==> config.mk <==
export PLATFORM = sky130hd
export DESIGN_NAME = iso_rx_trailer_and_rx_router
export DESIGN_NICKNAME = d
export VERILOG_FILES = /design/src/rx_router_pkg.sv /design/src/iso_rx_trailer_and_rx_router.sv
export SDC_FILE = /design/constraint.sdc
export NUM_CORES = 1
export LEC_CHECK = 0
export BUFFER_PORTS_ARGS = -buffer_cell sky130_fd_sc_hd__buf_2
export CAP_MARGIN = 20
export CORE_ASPECT_RATIO = 2
export CORE_MARGIN = 1.5
export CORE_UTILIZATION = 40
export CTS_CLUSTER_DIAMETER = 120
export DETAILED_ROUTE_END_ITERATION = 8
export PLACE_DENSITY = 0.63
export SETUP_SLACK_MARGIN = 0.5
export SLEW_MARGIN = 30
export SYNTH_ARGS = -nofsm -noshare
export SYNTH_HDL_FRONTEND = slang
export SYNTH_SLANG_ARGS = --single-unit
==> constraint.sdc <==
create_clock -name clk_i -period 4.6 [get_ports clk_i]
set_input_delay 0 -clock clk_i [delete_from_list [all_inputs] [get_ports clk_i]]
set_output_delay 0 -clock clk_i [all_outputs]
set_load 0.02 [all_outputs]
==> src/rx_router_pkg.sv <==
package rx_router_pkg;

    // ****************************************************************
    // register map
    // ****************************************************************
    localparam logic [11:0] ISO_RX_TRAILER_ADDR    = 12'h144;
    localparam logic [11:0] RX_ROUTER_CONTROL_ADDR = 12'h148;

    // ****************************************************************
    // iso_rx_trailer fields
    // ****************************************************************
    localparam int          RX_SPEED_LSB       = 14;
    localparam int          PAD_COUNT_LSB      = 22;
    localparam int          SENT_ACK_LSB       = 28;
    localparam logic [31:0] TRAILER_FIELD_MASK = 32'hf0c0c000;
    localparam logic [31:0] TRAILER_RESET      = 32'h00000000;

    // ****************************************************************
    // rx_router_control fields
    // ****************************************************************
    localparam int          FRAME_RST_BIT    = 15;
    localparam int          ACK_PEND_BIT     = 17;
    localparam int          CONT_DIS_BIT     = 19;
    localparam int          RESP_ROUTE_BIT   = 20;
    localparam int          SELFID_ROUTE_BIT = 21;
    localparam int          MODE_LO_BIT      = 22;
    localparam int          MODE_HI_BIT      = 23;
    localparam logic [31:0] CONTROL_WR_MASK  = 32'h00fa8000;
    localparam logic [31:0] CONTROL_RD_MASK  = 32'h00f28000;
    localparam logic [31:0] CONTROL_RESET    = 32'h00220000;

    // ****************************************************************
    // speed and acknowledge codes
    // ****************************************************************
    localparam logic [1:0] SPEED_100 = 2'h0;
    localparam logic [1:0] SPEED_200 = 2'h1;
    localparam logic [3:0] ACK_COMPLETE   = 4'h1;
    localparam logic [3:0] ACK_PENDING    = 4'h2;
    localparam logic [3:0] ACK_BUSY_X     = 4'h4;
    localparam logic [3:0] ACK_BUSY_A     = 4'h5;
    localparam logic [3:0] ACK_BUSY_B     = 4'h6;
    localparam logic [3:0] ACK_DATA_ERROR = 4'hd;
    localparam logic [3:0] ACK_TYPE_ERROR = 4'he;

    // ****************************************************************
    // routing modes and destinations
    // ****************************************************************
    localparam logic [1:0] MODE_SPLIT     = 2'h0;
    localparam logic [1:0] MODE_REGSPACE  = 2'h1;
    localparam logic [1:0] MODE_ALL_BULK  = 2'h2;
    localparam logic [1:0] MODE_THRESHOLD = 2'h3;

    typedef enum logic [2:0] {
        DEST_NONE,
        DEST_BULK_ASYNC,
        DEST_ASYNC_CTRL,
        DEST_BROADCAST,
        DEST_BULK_DATA
    } dest_t;

    // ****************************************************************
    // receive buffer
    // ****************************************************************
    localparam int RX_FIFO_WIDTH = 33;
    localparam int RX_FIFO_DEPTH = 16;

endpackage : rx_router_pkg

==> src/iso_rx_trailer_and_rx_router.sv <==
// Decided for this implementation: the Wishbone register port.
`timescale 1ns/1ns

// ********************************************************************
// receive buffer
// ********************************************************************
module rx_fifo #(
    parameter int WIDTH = 33,
    parameter int DEPTH = 16
) (
    input  wire logic             clk_i,
    input  wire logic             rst_i,
    input  wire logic             in_valid_i,
    output logic                  in_ready_o,
    input  wire logic [WIDTH-1:0] in_data_i,
    output logic                  out_valid_o,
    input  wire logic             out_ready_i,
    output logic      [WIDTH-1:0] out_data_o
);
    localparam int AW = $clog2(DEPTH);

    logic [WIDTH-1:0] mem [DEPTH];
    logic [AW-1:0]    wr_ptr_reg;
    logic [AW-1:0]    rd_ptr_reg;
    logic [AW:0]      count_reg;
    logic             push;
    logic             pop;

    // honest full and empty from the occupancy count
    assign in_ready_o  = (count_reg != (AW+1)'(DEPTH));
    assign out_valid_o = (count_reg != '0);
    assign push        = in_valid_i && in_ready_o;
    assign pop         = out_valid_o && out_ready_i;
    assign out_data_o  = mem[rd_ptr_reg];

    // storage has no reset, only pointers and count do
    always_ff @(posedge clk_i) begin
        if (push) begin
            mem[wr_ptr_reg] <= in_data_i;
        end
    end

    // pointers wrap because depth is a power of two
    always_ff @(posedge clk_i) begin
        if (rst_i) begin
            wr_ptr_reg <= '0;
            rd_ptr_reg <= '0;
            count_reg  <= '0;
        end else begin
            if (push) begin
                wr_ptr_reg <= wr_ptr_reg + 1'b1;
            end
            if (pop) begin
                rd_ptr_reg <= rd_ptr_reg + 1'b1;
            end
            case ({push, pop})
                2'b10:   count_reg <= count_reg + 1'b1;
                2'b01:   count_reg <= count_reg - 1'b1;
                default: count_reg <= count_reg;
            endcase
        end
    end

    a_fifo_no_overflow: assert property (@(posedge clk_i) disable iff (rst_i)
        count_reg <= (AW+1)'(DEPTH))
        else $error("fifo count above depth");

endmodule : rx_fifo

// ********************************************************************
// trailer register and receive router
// ********************************************************************
module iso_rx_trailer_and_rx_router (
    input  wire logic                       clk_i,
    input  wire logic                       rst_i,
    // wishbone slave
    input  wire logic                       wb_cyc_i,
    input  wire logic                       wb_stb_i,
    input  wire logic                       wb_we_i,
    input  wire logic [11:0]                wb_adr_i,
    input  wire logic [3:0]                 wb_sel_i,
    input  wire logic [31:0]                wb_dat_i,
    output logic      [31:0]                wb_dat_o,
    output logic                            wb_ack_o,
    // isochronous receive quadlet stream
    input  wire logic                       rx_valid_i,
    output logic                            rx_ready_o,
    input  wire logic [31:0]                rx_data_i,
    input  wire logic                       rx_trailer_i,
    output logic                            iso_valid_o,
    input  wire logic                       iso_ready_i,
    output logic      [31:0]                iso_data_o,
    output logic                            iso_trailer_o,
    // packet classification from the receive decoder
    input  wire logic                       pkt_valid_i,
    input  wire logic                       pkt_async_i,
    input  wire logic                       pkt_selfid_i,
    input  wire logic                       pkt_resp_match_i,
    input  wire logic                       pkt_request_i,
    input  wire logic                       pkt_broadcast_i,
    input  wire logic                       pkt_reg_space_i,
    input  wire logic                       pkt_above_thresh_i,
    input  wire logic                       pkt_wr_lock_i,
    input  wire logic                       pkt_good_i,
    output logic                            route_valid_o,
    output rx_router_pkg::dest_t            route_dest_o,
    output logic                            ack_valid_o,
    output logic      [3:0]                 ack_code_o,
    // video support
    input  wire logic                       dv_mode_i,
    input  wire logic                       video_frame_pulse_i,
    output logic                            empty_ins_reset_o,
    output logic                            continuity_check_en_o
);
    logic [31:0]          iso_rx_trailer_reg;
    logic [31:0]          rx_router_control_reg;
    logic [31:0]          control_next;
    logic [31:0]          rd_data;
    logic                 bus_req;
    logic                 wr_control_hit;
    logic [31:0]          sel_mask;
    logic [32:0]          fifo_out;
    logic                 trailer_pop;
    logic                 fp_sync1_reg;
    logic                 fp_sync2_reg;
    logic                 fp_last_reg;
    logic                 fp_rise;
    logic [1:0]           route_mode;
    rx_router_pkg::dest_t dest_next;
    logic [3:0]           ack_next;

    // ****************************************************************
    // wishbone slave
    // ****************************************************************

    // one wait state: ack rises the cycle after the strobe, then drops
    assign bus_req        = wb_cyc_i && wb_stb_i && !wb_ack_o;
    assign wr_control_hit = bus_req && wb_we_i
                            && (wb_adr_i == rx_router_pkg::RX_ROUTER_CONTROL_ADDR);
    assign sel_mask = {{8{wb_sel_i[3]}}, {8{wb_sel_i[2]}},
                       {8{wb_sel_i[1]}}, {8{wb_sel_i[0]}}};

    // unmapped addresses still ack so the master never hangs
    always_ff @(posedge clk_i) begin
        if (rst_i) begin
            wb_ack_o <= 1'b0;
        end else begin
            wb_ack_o <= bus_req;
        end
    end

    // read mux; write-only and unused bits read zero
    always_comb begin
        rd_data = 32'h00000000;
        case (wb_adr_i)
            rx_router_pkg::ISO_RX_TRAILER_ADDR:
                rd_data = iso_rx_trailer_reg;
            rx_router_pkg::RX_ROUTER_CONTROL_ADDR:
                rd_data = rx_router_control_reg
                          & rx_router_pkg::CONTROL_RD_MASK;
            default:
                rd_data = 32'h00000000;
        endcase
    end

    always_ff @(posedge clk_i) begin
        if (rst_i) begin
            wb_dat_o <= 32'h00000000;
        end else if (bus_req && !wb_we_i) begin
            wb_dat_o <= rd_data;
        end
    end

    // ****************************************************************
    // router control register
    // ****************************************************************

    // byte lanes honoured; only implemented bits take a write
    assign control_next = (rx_router_control_reg & ~(sel_mask
                          & rx_router_pkg::CONTROL_WR_MASK))
                          | (wb_dat_i & sel_mask
                          & rx_router_pkg::CONTROL_WR_MASK);

    always_ff @(posedge clk_i) begin
        if (rst_i) begin
            rx_router_control_reg <= rx_router_pkg::CONTROL_RESET;
        end else if (wr_control_hit) begin
            rx_router_control_reg <= control_next;
        end
    end

    a_ctrl_reset_val: assert property (@(posedge clk_i)
        !rst_i && $past(rst_i)
            |-> !rx_router_control_reg[rx_router_pkg::FRAME_RST_BIT]
            && rx_router_control_reg[rx_router_pkg::ACK_PEND_BIT]
            && rx_router_control_reg[rx_router_pkg::SELFID_ROUTE_BIT])
        else $error("router control reset value wrong");

    a_ctrl_unused_zero: assert property (@(posedge clk_i)
        disable iff (rst_i)
        (rx_router_control_reg & ~rx_router_pkg::CONTROL_WR_MASK) == '0)
        else $error("unused control bit became set");

    // ****************************************************************
    // receive buffer and trailer capture
    // ****************************************************************

    // back-pressure from the iso consumer fills the buffer
    rx_fifo #(
        .WIDTH (rx_router_pkg::RX_FIFO_WIDTH),
        .DEPTH (rx_router_pkg::RX_FIFO_DEPTH)
    ) u_rx_fifo (
        .clk_i       (clk_i),
        .rst_i       (rst_i),
        .in_valid_i  (rx_valid_i),
        .in_ready_o  (rx_ready_o),
        .in_data_i   ({rx_trailer_i, rx_data_i}),
        .out_valid_o (iso_valid_o),
        .out_ready_i (iso_ready_i),
        .out_data_o  (fifo_out)
    );

    assign iso_data_o    = fifo_out[31:0];
    assign iso_trailer_o = fifo_out[32];
    assign trailer_pop   = iso_valid_o && iso_ready_i && fifo_out[32];

    // only speed, pad count and ack code are kept; bus writes ignored
    always_ff @(posedge clk_i) begin
        if (rst_i) begin
            iso_rx_trailer_reg <= rx_router_pkg::TRAILER_RESET;
        end else if (trailer_pop) begin
            iso_rx_trailer_reg <= fifo_out[31:0]
                                  & rx_router_pkg::TRAILER_FIELD_MASK;
        end
    end

    a_trailer_load: assert property (@(posedge clk_i)
        disable iff (rst_i)
        trailer_pop |=> iso_rx_trailer_reg
            == ($past(fifo_out[31:0]) & rx_router_pkg::TRAILER_FIELD_MASK))
        else $error("trailer not loaded from transferred quadlet");

    a_trailer_hold: assert property (@(posedge clk_i)
        disable iff (rst_i)
        !trailer_pop |=> $stable(iso_rx_trailer_reg))
        else $error("trailer changed without a trailer transfer");

    a_trailer_reset: assert property (@(posedge clk_i)
        !rst_i && $past(rst_i) |-> iso_rx_trailer_reg == 32'h00000000)
        else $error("trailer not cleared by reset");

    a_trailer_fields: assert property (@(posedge clk_i)
        disable iff (rst_i)
        (iso_rx_trailer_reg & ~rx_router_pkg::TRAILER_FIELD_MASK) == '0)
        else $error("trailer holds bits outside its fields");

    // ****************************************************************
    // video frame pulse
    // ****************************************************************

    // pin is asynchronous; edge detector reads only the second stage
    always_ff @(posedge clk_i) begin
        if (rst_i) begin
            fp_sync1_reg <= 1'b0;
            fp_sync2_reg <= 1'b0;
            fp_last_reg  <= 1'b0;
        end else begin
            fp_sync1_reg <= video_frame_pulse_i;
            fp_sync2_reg <= fp_sync1_reg;
            fp_last_reg  <= fp_sync2_reg;
        end
    end

    assign fp_rise = fp_sync2_reg && !fp_last_reg;

    // one-cycle reset pulse to the empty-packet inserter
    always_ff @(posedge clk_i) begin
        if (rst_i) begin
            empty_ins_reset_o <= 1'b0;
        end else begin
            empty_ins_reset_o <= fp_rise && dv_mode_i
                && rx_router_control_reg[rx_router_pkg::FRAME_RST_BIT];
        end
    end

    a_frame_reset: assert property (@(posedge clk_i)
        disable iff (rst_i)
        empty_ins_reset_o == ($past(fp_rise) && $past(dv_mode_i)
            && $past(rx_router_control_reg[rx_router_pkg::FRAME_RST_BIT])))
        else $error("empty packet reset pulse wrong");

    // continuity checking on unless software disabled it
    always_ff @(posedge clk_i) begin
        if (rst_i) begin
            continuity_check_en_o <= 1'b1;
        end else begin
            continuity_check_en_o <=
                !rx_router_control_reg[rx_router_pkg::CONT_DIS_BIT];
        end
    end

    a_cont_check: assert property (@(posedge clk_i)
        disable iff (rst_i)
        $past(rx_router_control_reg[rx_router_pkg::CONT_DIS_BIT])
            |-> !continuity_check_en_o)
        else $error("continuity check not disabled");

    // ****************************************************************
    // packet routing and acknowledge
    // ****************************************************************

    assign route_mode = {rx_router_control_reg[rx_router_pkg::MODE_HI_BIT],
                         rx_router_control_reg[rx_router_pkg::MODE_LO_BIT]};

    // self-id first, then matched responses, then async modes
    always_comb begin
        dest_next = rx_router_pkg::DEST_NONE;
        if (pkt_selfid_i) begin
            dest_next = rx_router_control_reg[rx_router_pkg::SELFID_ROUTE_BIT]
                        ? rx_router_pkg::DEST_BULK_ASYNC
                        : rx_router_pkg::DEST_BROADCAST;
        end else if (pkt_async_i && pkt_resp_match_i) begin
            dest_next = rx_router_control_reg[rx_router_pkg::RESP_ROUTE_BIT]
                        ? rx_router_pkg::DEST_ASYNC_CTRL
                        : rx_router_pkg::DEST_BULK_ASYNC;
        end else if (pkt_async_i) begin
            case (route_mode)
                rx_router_pkg::MODE_SPLIT:
                    dest_next = pkt_broadcast_i
                                ? rx_router_pkg::DEST_BROADCAST
                                : rx_router_pkg::DEST_ASYNC_CTRL;
                rx_router_pkg::MODE_REGSPACE: begin
                    if (pkt_request_i && pkt_reg_space_i) begin
                        dest_next = pkt_broadcast_i
                                    ? rx_router_pkg::DEST_BROADCAST
                                    : rx_router_pkg::DEST_ASYNC_CTRL;
                    end else begin
                        dest_next = rx_router_pkg::DEST_BULK_ASYNC;
                    end
                end
                rx_router_pkg::MODE_ALL_BULK:
                    dest_next = rx_router_pkg::DEST_BULK_DATA;
                rx_router_pkg::MODE_THRESHOLD: begin
                    if (pkt_request_i && pkt_above_thresh_i) begin
                        dest_next = pkt_broadcast_i
                                    ? rx_router_pkg::DEST_BROADCAST
                                    : rx_router_pkg::DEST_ASYNC_CTRL;
                    end else begin
                        dest_next = rx_router_pkg::DEST_BULK_DATA;
                    end
                end
                default:
                    dest_next = rx_router_pkg::DEST_NONE;
            endcase
        end
    end

    // a bad packet is data error whatever the pending setting
    always_comb begin
        ack_next = rx_router_pkg::ACK_COMPLETE;
        if (!pkt_good_i) begin
            ack_next = rx_router_pkg::ACK_DATA_ERROR;
        end else if (pkt_request_i && pkt_wr_lock_i
                     && rx_router_control_reg[rx_router_pkg::ACK_PEND_BIT]) begin
            ack_next = rx_router_pkg::ACK_PENDING;
        end
    end

    // decisions registered so the valids are clean one-cycle pulses; dest and ack code hold until the next packet
    always_ff @(posedge clk_i) begin
        if (rst_i) begin
            route_valid_o <= 1'b0;
            route_dest_o  <= rx_router_pkg::DEST_NONE;
            ack_valid_o   <= 1'b0;
            ack_code_o    <= 4'h0;
        end else begin
            route_valid_o <= pkt_valid_i;
            ack_valid_o   <= pkt_valid_i && pkt_async_i;
            if (pkt_valid_i) begin
                route_dest_o <= dest_next;
                ack_code_o   <= ack_next;
            end
        end
    end

    a_ack_pending: assert property (@(posedge clk_i)
        disable iff (rst_i)
        pkt_valid_i && pkt_async_i && pkt_good_i && pkt_request_i
            && pkt_wr_lock_i |=> ack_valid_o && ack_code_o
            == ($past(rx_router_control_reg[rx_router_pkg::ACK_PEND_BIT])
                ? rx_router_pkg::ACK_PENDING : rx_router_pkg::ACK_COMPLETE))
        else $error("write or lock ack code wrong");

    a_ack_error: assert property (@(posedge clk_i)
        disable iff (rst_i)
        pkt_valid_i && pkt_async_i && !pkt_good_i
            |=> ack_code_o == rx_router_pkg::ACK_DATA_ERROR)
        else $error("bad packet not acked with data error");

    a_selfid_route: assert property (@(posedge clk_i)
        disable iff (rst_i)
        pkt_valid_i && pkt_selfid_i
            && !rx_router_control_reg[rx_router_pkg::SELFID_ROUTE_BIT]
            |=> route_dest_o == rx_router_pkg::DEST_BROADCAST)
        else $error("self-id not routed to broadcast fifo");

    a_resp_route: assert property (@(posedge clk_i)
        disable iff (rst_i)
        pkt_valid_i && !pkt_selfid_i && pkt_async_i && pkt_resp_match_i
            |=> route_dest_o == ($past(rx_router_control_reg
                [rx_router_pkg::RESP_ROUTE_BIT])
                ? rx_router_pkg::DEST_ASYNC_CTRL
                : rx_router_pkg::DEST_BULK_ASYNC))
        else $error("matched response routed wrong");

    a_all_bulk_mode: assert property (@(posedge clk_i)
        disable iff (rst_i)
        pkt_valid_i && pkt_async_i && !pkt_selfid_i && !pkt_resp_match_i
            && route_mode == rx_router_pkg::MODE_ALL_BULK
            |=> route_dest_o == rx_router_pkg::DEST_BULK_DATA)
        else $error("mode 10 did not route to bulk data fifo");

endmodule : iso_rx_trailer_and_rx_router

# --- Word-level counts from Yosys, hierarchy flattened ---
# Memories as Yosys holds them, arrays and structs flattened. A register that Yosys moved wholly into a read port is not among the register bits.
# Cells that the tools add are included.
totals:
  reg_bits: 100
  latchBits: 0
  mem_bits_rw: 528
  mem_bits_ro: 0
  out_inout_bits: 79
  wordCells: 74
  mem_count: 1
memory_table:
  columns: ["name", "depth", "word_bits", "rd", "rd_ports_with_merged_regs", "wr", "line_no", "rtl"]
  rows:
  - ["u_rx_fifo.mem", 16, 33, 1, 1, 1, "iso_rx_trailer_and_rx_router.sv:22", "logic [WIDTH-1:0] mem [DEPTH];"]
classes:
  addsub: 4
  n_mul: 0
  n_div: 0
  magnitude_cmp: 0
  n_eq_ne: 8
  shifts: 0
  n_mux: 17
  bitwise: 4
  reduce_logical: 24
ops:
  columns: ["operator", "count"]
  rows:
  - ["32-bit case mux with 2 select lines", 1]
  - ["32-bit AND", 1]
  - ["24-bit NOT with 32-bit output", 1]
  - ["32-bit by 24-bit OR with 32-bit output", 1]
  - ["24-bit AND", 1]
  - ["12-bit by 9-bit == test with 1-bit output (second input constant)", 2]
  - ["1-bit logical AND", 17]
  - ["3-bit two-way mux", 4]
  - ["4-bit two-way mux", 3]
  - ["3-bit case mux with 4 select lines", 1]
  - ["5-bit case mux with 2 select lines", 1]
  - ["4-bit by 1-bit adder with 4-bit output (second input constant)", 2]
  - ["2-bit two-way mux", 4]
  - ["2-bit == test (second input constant)", 3]
  - ["5-bit by 1-bit adder with 5-bit output (second input constant)", 1]
  - ["5-bit != test (second input constant)", 1]
  - ["5-bit nonzero test", 1]
  - ["5-bit by 1-bit subtractor with 5-bit output (second input constant)", 1]
  - ["2-bit by 1-bit == test with 1-bit output (second input constant)", 2]
  - ["1-bit logical NOT", 4]
  - ["1-bit two-way mux", 3]
  - ["2-bit logical NOT", 1]
  - ["2-bit nonzero test", 1]

# --- Longest topological paths before layout ---
# Gate-level depths: netlist (run 1).
depth:
  depth_word: 6
  depth_mapped: 13
  depth_no_buf: 11

# --- Hierarchy ---
# A second synthesis (run 1) with hierarchy kept.
unflattened:
  cells_unflattened: 1134
  hier_area_um2: 22524.1
by_module_without_submodules:
  columns: ["mod", "n_inst", "cells_each", "area_per_inst_um2", "seq_area_each_um2"]
  rows:
  - ["rx_fifo", 1, 940, 20812.5, 16195.5]
  - ["iso_rx_trailer_and_rx_router", 1, 194, 1711.6, 800.8]

# --- Worst setup path before layout (run 1) ---
# No wires, ideal clock.
synth_path:
  kind: "register to register"
  start: "register u_rx_fifo.count_reg[2]"
  end: "memory u_rx_fifo.mem[3][0] (enable)"
  setup_time_ns: 0.464
  arrival_time_ns: 3.571
  required_time_ns: 4.136
  path_slack_ns: 0.565
  path_stages_with_launch: 6
  path_buffers: 1
  cell_sequence: "dfxtp_1 -> clkbuf_1 -> nor4_1 -> a21boi_1 -> nand2_1 -> nor3_1"
synth_via:
  elab_chain_cells: 4
synth_rtl:
  columns: ["item", "line_no", "rtl"]
  rows:
  - ["start, declared", "iso_rx_trailer_and_rx_router.sv:25", "logic [AW:0] count_reg;"]
  - ["start signal, assigned", "iso_rx_trailer_and_rx_router.sv:57", "2'b10: count_reg <= count_reg + 1'b1;"]
  - ["start signal, assigned", "iso_rx_trailer_and_rx_router.sv:58", "2'b01: count_reg <= count_reg - 1'b1;"]
  - ["start signal, assigned", "iso_rx_trailer_and_rx_router.sv:59", "default: count_reg <= count_reg;"]
  - ["5-bit != test", "iso_rx_trailer_and_rx_router.sv:30", "assign in_ready_o = (count_reg != (AW+1)'(DEPTH));"]
  - ["1-bit logical AND", "iso_rx_trailer_and_rx_router.sv:32", "assign push = in_valid_i && in_ready_o;"]
  - ["1-bit two-way mux", "iso_rx_trailer_and_rx_router.sv:38", "if (push) begin"]
  - ["1-bit two-way mux (not written as such)", "iso_rx_trailer_and_rx_router.sv:39", "mem[wr_ptr_reg] <= in_data_i;"]
  - ["end, declared", "iso_rx_trailer_and_rx_router.sv:22", null]
# No other way between the ends.

# --- Worst setup path in the final report (run 1) ---
layout_path:
  start: "register u_rx_fifo.count_reg[2]"
  end: "register u_rx_fifo.count_reg[4]"
layout_via:
  elab_chain_cells: 4
  word_cells_on_any_way: 10
  cone_classes: "2 x add/sub; 3 x eq/ne; 1 x mux; 4 x reduce/logical"
layout_rtl:
  columns: ["item"]
  rows:
  - ["parallel branches: the longest is 4 deep, another holds 5-bit by 1-bit subtractor with 5-bit output"]
# Parallel ways; which one is timed is not known.
# A chain may end at the register's enable or synchronous reset.

==> summary.txt, run 1 <==
Timing
  • Relative slew slack: 38.8%
  • RSZ-0062 raised after global routing: no
  • Clk_skew: 0.0137 ns
  • Slew Viols, Final: 0
  • Crit share post-route: 70.9%
  • Max Fclk: 306 MHz
  • Minimum clock period: 3.26 ns
  • Tightest Pin Transition: 0.918 ns
  • Final number of setup-violating endpoints: 0
  • Final Hold Vio Count: 0
  • Fin Setup TNS: 0 ns

Clock tree
  • Clock slew at reported path FFs: 0.07 ns
  • Inserted Clock Buffers: 49
  • CTS H-tree lvls: 2
  • Clock Latency Late Sink: 0.58 ns
  • CTS Root Cell: clkbuf_16
  • CTS tree: built
  • Clock tree buffer depth: 3
  • Clk sinks: 585
  • Setup Fix Bufs, Post-CTS: 0

Finish
  • Area growth from synthesis to layout: 17.2%
  • Largest register FFs: 528
  • Nets: 1398
  • Proportion of layout cells with a drive suffix above 1: 30.9%
  • Design Area, Final: 26400 sq um

Power and ir drop
  • Combinational power share: 16.2%
  • Cell Pwr Density: 461 nW/um^2
  • Peak supply drop: 0.307 mV
  • Internal: 9.13 mW
  • Clk pwr share: 33.5%
  • P_sw: 3.02 mW
  • Sequential Power Share: 50.3%
  • Total Power: 12.1 mW
  • Switching Fraction: 24.8%
  • Lkg Pwr: 8.49 nW

Route
  • Met2 wire length: 26900 microns
  • Top Layer Used: met5
  • # DRC: 0
  • Metal3 WL: 2250 microns
  • Routed wire length: 48600 microns
  • Routed vias: 11046
  • Met1 Routed Length: 18200 microns
  • Initial drt markers: 933
  • Avg WL per Cell: 23.5 microns
  • Via density: 5.33
  • Antenna viol nets, final: 0
  • DRT Pass-1 Iters: 5

Placed design
  • PortBufs: 130
  • Final GP Congestion: 0.745
  • Dpl hpwl: 29300 microns
  • Post-DP Area: 24100 sq um

Logic synthesis
  • Yosys reg bits: 585
  • Top-area cell type share of the netlist area: 70.5%
  • Main synth FF type: edfxtp_1
  • Syn avg cell area: 21.1 sq um
  • YS warnings: 0
  • Asr flop ratio synth: 0%
  • Synth unique cells: 55
  • Most frequent cell after synthesis: edfxtp_1
  • Post-Syn Area: 22500 sq um
  • Post-Synthesis Cells: 1067
  • Synth top cells by count: edfxtp_1 (528), mux4_2 (153), dfxtp_1 (57), nor2_1 (52), buf_4 (32)
  • Number of synthesized flops with an enable pin: 528
  • Register area share after synthesis: 75.6%
  • Largest area contributor in the netlist: edfxtp_1
  • Largest cells by area after synthesis: edfxtp_1 (71%), mux4_2 (15%), dfxtp_1 (5.1%)

Hold path
  • Worst hold endpoint: wb_ack_o$_SDFF_PP0_
  • Min-delay src: rst_i
  • Hold Path Class: input pin to flop
  • Hold Crit Depth: 2

Floorplan
  • Initial Util: 40.6%
  • Die W: 171 microns
  • Die Y: 338 microns
  • IO Count: 179
  • Site Rows: 122
  • Core Footprint: 55400 sq um
  • Die ar.: 57700 sq um

Global routing
  • Vias in the first global route: 11515
  • Total track usage: 17.1%
  • Number of antenna violations at the first check in global routing: 2
  • Largest net degree at the start of global routing: 49
  • First-pass GRT wire length: 71700 microns
  • Overflow after GRT: 0

Run status
  • Status: finished, final reports clean

Setup path
  • Critical path class: flop to flop
  • End of the worst register-to-register path: u_rx_fifo.count_reg[4]$_SDFFE_PP0P_
  • Setup crit end kind: flop
  • Crit path largest cell delay: 0.60 ns
  • R2r worst-path depth: 11
  • Required @ worst endpoint: 5.01 ns
  • Crit path max fanout: 9
  • CP arrival: 3.67 ns
  • CP Cell Sequence: nor4_1 > a21boi_1 > inv_1 > ha_1 > xor2_1 > ha_1 > a21oi_1 > o22ai_1 > a222oi_1 > or3_1 > a21oi_1
  • Slowest cell on crit path: a21boi_1
  • Reg2Reg Setup Slack: 1.34 ns
  • Worst setup SP type: flop
  • Reg2Reg Launch Point: u_rx_fifo.count_reg[2]$_SDFFE_PP0P_

Job
  • Max Cap Violations: 0
==> power groups by stage <==
stage	combinational [mW]	clock (mW)	sequential (mW)
2_1_floorplan	1.45	0	6.13
3_3_place_gp	1.91	0	6.25
3_5_place_dp	1.96	0	6.23
4_1_cts	2.01	4.16	6.11
5_1_grt	2.12	4.34	6.13
6_report	1.97	4.07	6.11
==> metrics by stage <==
step,util [%],setup WS [ns],hold slack [ns],instances
after floorplan,-,0.565,0.0791,1087
after global placement,43.5,1.47,0.202,1917
after detailed placement,43.6,1.36,0.219,1918
after CTS,47.6,1.20,0.0100,2072
after global routing,47.6,1.06,0.0674,2073
final,47.6,1.34,0.0297,2074
==> cells by family after synthesis <==
| group | after synthesis | share of synthesized area, % |
|---|---|---|
| compound gates | 73 | 2.24 |
| flops | 585 | 75.6 |
| xor+xnor | 10 | 0.389 |
| other cells | 1 | 0.0167 |
| buf+inv | 84 | 2.19 |
| fa+ha+maj | 8 | 0.445 |
| simple gates | 135 | 2.96 |
| mux | 171 | 16.2 |
==> area by class of cell <==
cell class | count | area [sq um]
flip-flops and latches | 585 | 17000
multi-input cells | 418 | 5180
inverters | 8 | 30.0
repair buffers | 228 | 1640
fillers | 4547 | 29100
clock buffers | 56 | 1290
clock inverters | 33 | 258
well taps | 744 | 931
diodes | 2 | 5.00
==> worst max-delay path, delay by kind of cell (launching register included) <==
kind,cells,cell delay [ns]
XOR/XNOR,1,0.17
adder cells (fa/ha/maj),2,0.52
flip-flops,1,0.47
buffers and inverters,1,0.15
AO/OA/AOI/OAI,5,1.48
AND/OR/NAND/NOR,2,0.29
==> cell usage in the layout, fill, tap and decap left out, types with 5 or more instances in the layout <==
| cell type | synthesis | routed |
|---|---|---|
| inv_1 | 8 | 8 |
| clkbuf_1 | 19 | 5 |
| nand2_1 | 24 | 24 |
| clkbuf_16 | 0 | 51 |
| buf_2 | 9 | 130 |
| a22oi_1 | 27 | 27 |
| mux2i_1 | 11 | 11 |
| nand3_1 | 13 | 13 |
| nand2b_1 | 7 | 7 |
| clkinv_2 | 0 | 7 |
| buf_4 | 32 | 26 |
| a21oi_1 | 18 | 18 |
| nor2_1 | 52 | 40 |
| nor2b_1 | 10 | 10 |
| mux4_2 | 153 | 153 |
| dlygate4sd3_1 | 0 | 65 |
| nor2_4 | 0 | 12 |
| dfxtp_1 | 57 | 53 |
| o211ai_1 | 8 | 8 |
| buf_12 | 0 | 6 |
| xor2_1 | 7 | 7 |
| conb_1 | 1 | 21 |
| ha_1 | 8 | 8 |
| edfxtp_1 | 528 | 528 |
| clkinv_1 | 0 | 17 |
==> what timing repair did <==
action                    in CTS  in global routing
hold endpoints to repair     555                  0
hold buffers                  65                  0
gates resized for setup        0                  0
==> worst max path at each step <==
stage                                        start                                   to  slack (ns)  depth (start not counted)
5_1_grt        u_rx_fifo.count_reg[2]$_SDFFE_PP0P_  u_rx_fifo.count_reg[4]$_SDFFE_PP0P_        1.06                         11
3_5_place_dp   u_rx_fifo.count_reg[2]$_SDFFE_PP0P_  u_rx_fifo.count_reg[4]$_SDFFE_PP0P_        1.36                         11
6_report       u_rx_fifo.count_reg[2]$_SDFFE_PP0P_  u_rx_fifo.count_reg[4]$_SDFFE_PP0P_        1.34                         11
3_3_place_gp   u_rx_fifo.count_reg[2]$_SDFFE_PP0P_  u_rx_fifo.count_reg[4]$_SDFFE_PP0P_        1.47                         11
4_1_cts                                       flop                       iso_data_o[27]        1.20                          4
2_1_floorplan  u_rx_fifo.count_reg[2]$_SDFFE_PP0P_        u_rx_fifo.mem[3][0]$_DFFE_PP_        0.56                          5
==> metal layers <==
metal / track usage, % / up-vias
met5: 0 / -
met4: 5.92 / 2
met3: 2.29 / 70
met2: 31.8 / 334
met1: 19.8 / 5844
li1: - / 4796
(Power assumes the default switching activity.)
==> run 2, diff against run 1 <==
ABC_AREA = 1   (was not set)
PLACE_DENSITY = 0.65   (was 0.63)
clock period = 2.8 ns   (was 4.6 ns; I/O delays follow)
==> summary.txt, run 2 <==
Timing
  • Final Hold Vio Count: 0 (unchanged)
  • Clk_skew: 0.0214 ns (+0.00764 ns)
  • RSZ-0062 raised after global routing: yes
  • Final number of setup-violating endpoints: 0 (unchanged)
  • Relative slew slack: 40.1% (+1.3 points)
  • Fin Setup TNS: 0 ns (unchanged)
  • Tightest Pin Transition: 0.898 ns (-0.0202 ns)
  • Minimum clock period: 2.25 ns
  • Slew Viols, Final: 0 (unchanged)
  • Crit share post-route: 80.5%
  • Max Fclk: 444 MHz

Logic synthesis
  • Simple-gate share of the synthesized area: 9.80% (+6.8 points)
  • Largest cells by area after synthesis: edfxtp_1 (68%), o21ai_0 (5.4%), nor2_1 (5.3%)
  • Syn avg cell area: 12.7 sq um (-40%)
  • Yosys reg bits: 585 (unchanged)
  • Adder-Cell Fraction of Synth Area: 0.430% (-0.015 points)
  • Synth unique cells: 34 (-38%)
  • Xor and xnor fraction of the mapped netlist area: 0.339% (-0.051 points)
  • Largest area contributor in the netlist: edfxtp_1
  • Post-Syn Area: 23300 sq um (+3.5%)
  • Asr flop ratio synth: 0% (unchanged)
  • Mux share of post-synthesis cell area: 0% (-16 points)
  • Main combinational cell family by area after synthesis: compound AO/OA/AOI/OAI gates
  • Most frequent cell after synthesis: edfxtp_1
  • Main synth FF type: edfxtp_1
  • Register area share after synthesis: 73.0% (-2.6 points)
  • Post-Synthesis Cells: 1830 (+72%)
  • YS warnings: 0 (unchanged)
  • Synth top cells by count: edfxtp_1 (528), nor2_1 (331), o21ai_0 (252), nand2_1 (132), o221ai_1 (82)
  • Synth Area in Compound Gates: 11.9% (+9.7 points)
  • Top-area cell type share of the netlist area: 68.1% (-2.4 points)
  • Number of synthesized flops with an enable pin: 528 (unchanged)

Power and ir drop
  • Peak supply drop: 0.422 mV (+37%)
  • Lkg Pwr: 10.3 nW (+21%)
  • Cell Pwr Density: 885 nW/um^2 (+92%)

Global routing
  • Number of antenna violations at the first check in global routing: 2 (unchanged)
  • Vias in the first global route: 16380 (+42%)
  • Largest net degree at the start of global routing: 81 (+65%)
  • Total track usage: 22.2% (+5.2 points)
  • Overflow after GRT: 0 (unchanged)
  • First-pass GRT wire length: 99100 microns (+38%)

Route
  • DRT Pass-1 Iters: 6 (+1)
  • Routed wire length: 73000 microns (+50%)
  • Initial drt markers: 1901 (+100%)
  • Avg WL per Cell: 25.1 microns (+6.9%)
  • Routed vias: 16717 (+51%)
  • Via density: 5.75 (+7.9%)
  • Antenna viol nets, final: 0 (unchanged)
  • # DRC: 0 (unchanged)

Setup path
  • Setup crit end kind: output pin
  • Worst setup SP type: flop
  • R2r worst-path depth: 9 (-2)
  • CP arrival: 2.25 ns (-1.42 ns)
  • Slowest cell on crit path: dfxtp_4
  • Required @ worst endpoint: 2.80 ns (-2.21 ns)
  • Crit path max fanout: 16 (+7)
  • CP Cell Sequence: inv_2 > buf_4 > o221ai_1 > nand3_1 > nand2_1 > buf_2
  • Reg2Reg Setup Slack: 0.55 ns (-0.79 ns)
  • End of the worst register-to-register path: u_rx_fifo.mem[14][0]$_DFFE_PP_
  • Critical path class: flop to output pin
  • Reg2Reg Launch Point: u_rx_fifo.count_reg[2]$_SDFFE_PP0P_
  • Crit path largest cell delay: 0.36 ns (-0.24 ns)

Job
  • Max Cap Violations: 0 (unchanged)

Floorplan
  • Die W: 174 microns (+1.7%)
  • IO Count: 179 (unchanged)
  • Site Rows: 124 (+1.6%)
  • Die Y: 344 microns (+1.7%)
  • Initial Util: 40.6% (about the same)
  • Die ar.: 59700 sq um (+3.5%)
  • Core Footprint: 57400 sq um (+3.6%)

Hold path
  • Hold Path Class: input pin to flop
  • Hold Crit Depth: 7 (+5)
  • Min-delay src: wb_adr_i[2]

Clock tree
  • Clk sinks: 585 (unchanged)
  • CTS tree: built
  • Clock Latency Late Sink: 0.60 ns (+0.02 ns)
  • Clock tree buffer depth: 3 (unchanged)
  • Clock slew at reported path FFs: 0.07 ns (about the same)
  • Inserted Clock Buffers: 49 (unchanged)
  • CTS H-tree lvls: 2 (unchanged)
  • CTS Root Cell: clkbuf_16

Placed design
  • Final GP Congestion: 0.819 (+9.9%)
  • Dpl hpwl: 33600 microns (+14%)
  • Post-DP Area: 25000 sq um (+3.4%)
  • PortBufs: 130 (unchanged)

Finish
  • Proportion of layout cells with a drive suffix above 1: 19.4% (-12 points)
  • Area growth from synthesis to layout: 26.2%
  • Design Area, Final: 29400 sq um (+11%)
  • Fillers: 4776 (+5.0%)
  • Most common cell after layout, fill and taps aside: edfxtp_1
  • Utilization after layout: 51.2% (+3.6 points)
  • Most frequent cells in the layout: edfxtp_1 (528), nor2_1 (313), o21ai_0 (213)
  • Nets: 2222 (+59%)
  • Largest register FFs: 528 (unchanged)

Run status
  • Status: finished, final reports clean
## run 2: kinds of logic after synthesis
group / after synthesis
AOI/OAI and AO/OA: 462
DFF: 585
buffers and inverters: 204
xor gates and xnor gates: 9
and+or+nand+nor: 561
adders and majority gates: 8
other: 1
## run 2: worst max path at each step
stage	cells after the start	slack, ns	endpoint
2_1_floorplan	6	0.43	u_rx_fifo.mem[0][0]$_DFFE_PP_
3_3_place_gp	7	0.15	u_rx_fifo.mem[1][0]$_DFFE_PP_
3_5_place_dp	7	0.24	u_rx_fifo.mem[10][3]$_DFFE_PP_
4_1_cts	7	0.28	u_rx_fifo.mem[11][6]$_DFFE_PP_
5_1_grt	9	0.41	u_rx_fifo.mem[14][8]$_DFFE_PP_
6_report	6	0.55	iso_data_o[6]
## run 2: where the power goes
part / internal [mW] / leakage [nW] / switching [mW]
registers: 9.83 / 5.24 / 0.156
logic: 3.38 / 4.22 / 5.51
clock network: 3.98 / 0.803 / 3.14
total: 17.2 / 10.3 / 8.81
## run 2: timing repair
action	CTS	global route
gates cloned	19	23
endpoints found under the setup margin	147	286
hold buffers	81	0
gates resized for setup	44	138
endpoints found under the hold margin	575	0
setup buffers	22	28
pin swaps	6	71
## run 2: worst max-delay path: cells and delay by family, from the launching register on
family                 cells  cell delay [ns]
AND/OR/NAND/NOR            2             0.22
buffers and inverters      3             0.86
AO/OA/AOI/OAI              1             0.20
flip-flops                 1             0.36
## run 2: layer usage
layer | wire length, microns | vias up | GRT usage (%)
met1 | 24600 | 8218 | 24.5
met4 | 4440 | 0 | 12.5
met3 | 5670 | 232 | 3.14
met2 | 38200 | 1002 | 41.0
li1 | - | 7265 | -
met5 | 0 | - | 0
## run 2: per-stage QoR
stage	hold slack [ns]	cells	total power, mW	setup slack (ns)
6_report	0.0154	2909	26.0	0.546
5_1_grt	0.101	2909	26.9	0.414
4_1_cts	0.00308	2856	24.5	0.281
2_1_floorplan	0.0941	1850	14.2	0.430
3_3_place_gp	0.201	2637	15.7	0.150
3_5_place_dp	0.208	2645	15.9	0.244
## run 2: final cells by class
class / instances / area (sq um) / share of cell area (%)
repair inverters: 6 / 70.1 / 0.238
flip-flops and latches: 585 / 17000 / 57.9
diodes: 1 / 2.50 / 0.00852
multi-input cells: 1063 / 5600 / 19.1
well taps: 756 / 946 / 3.22
clock inverters: 31 / 379 / 1.29
clock buffers: 58 / 1260 / 4.29
repair buffers: 345 / 3820 / 13.0
inverters: 64 / 285 / 0.971
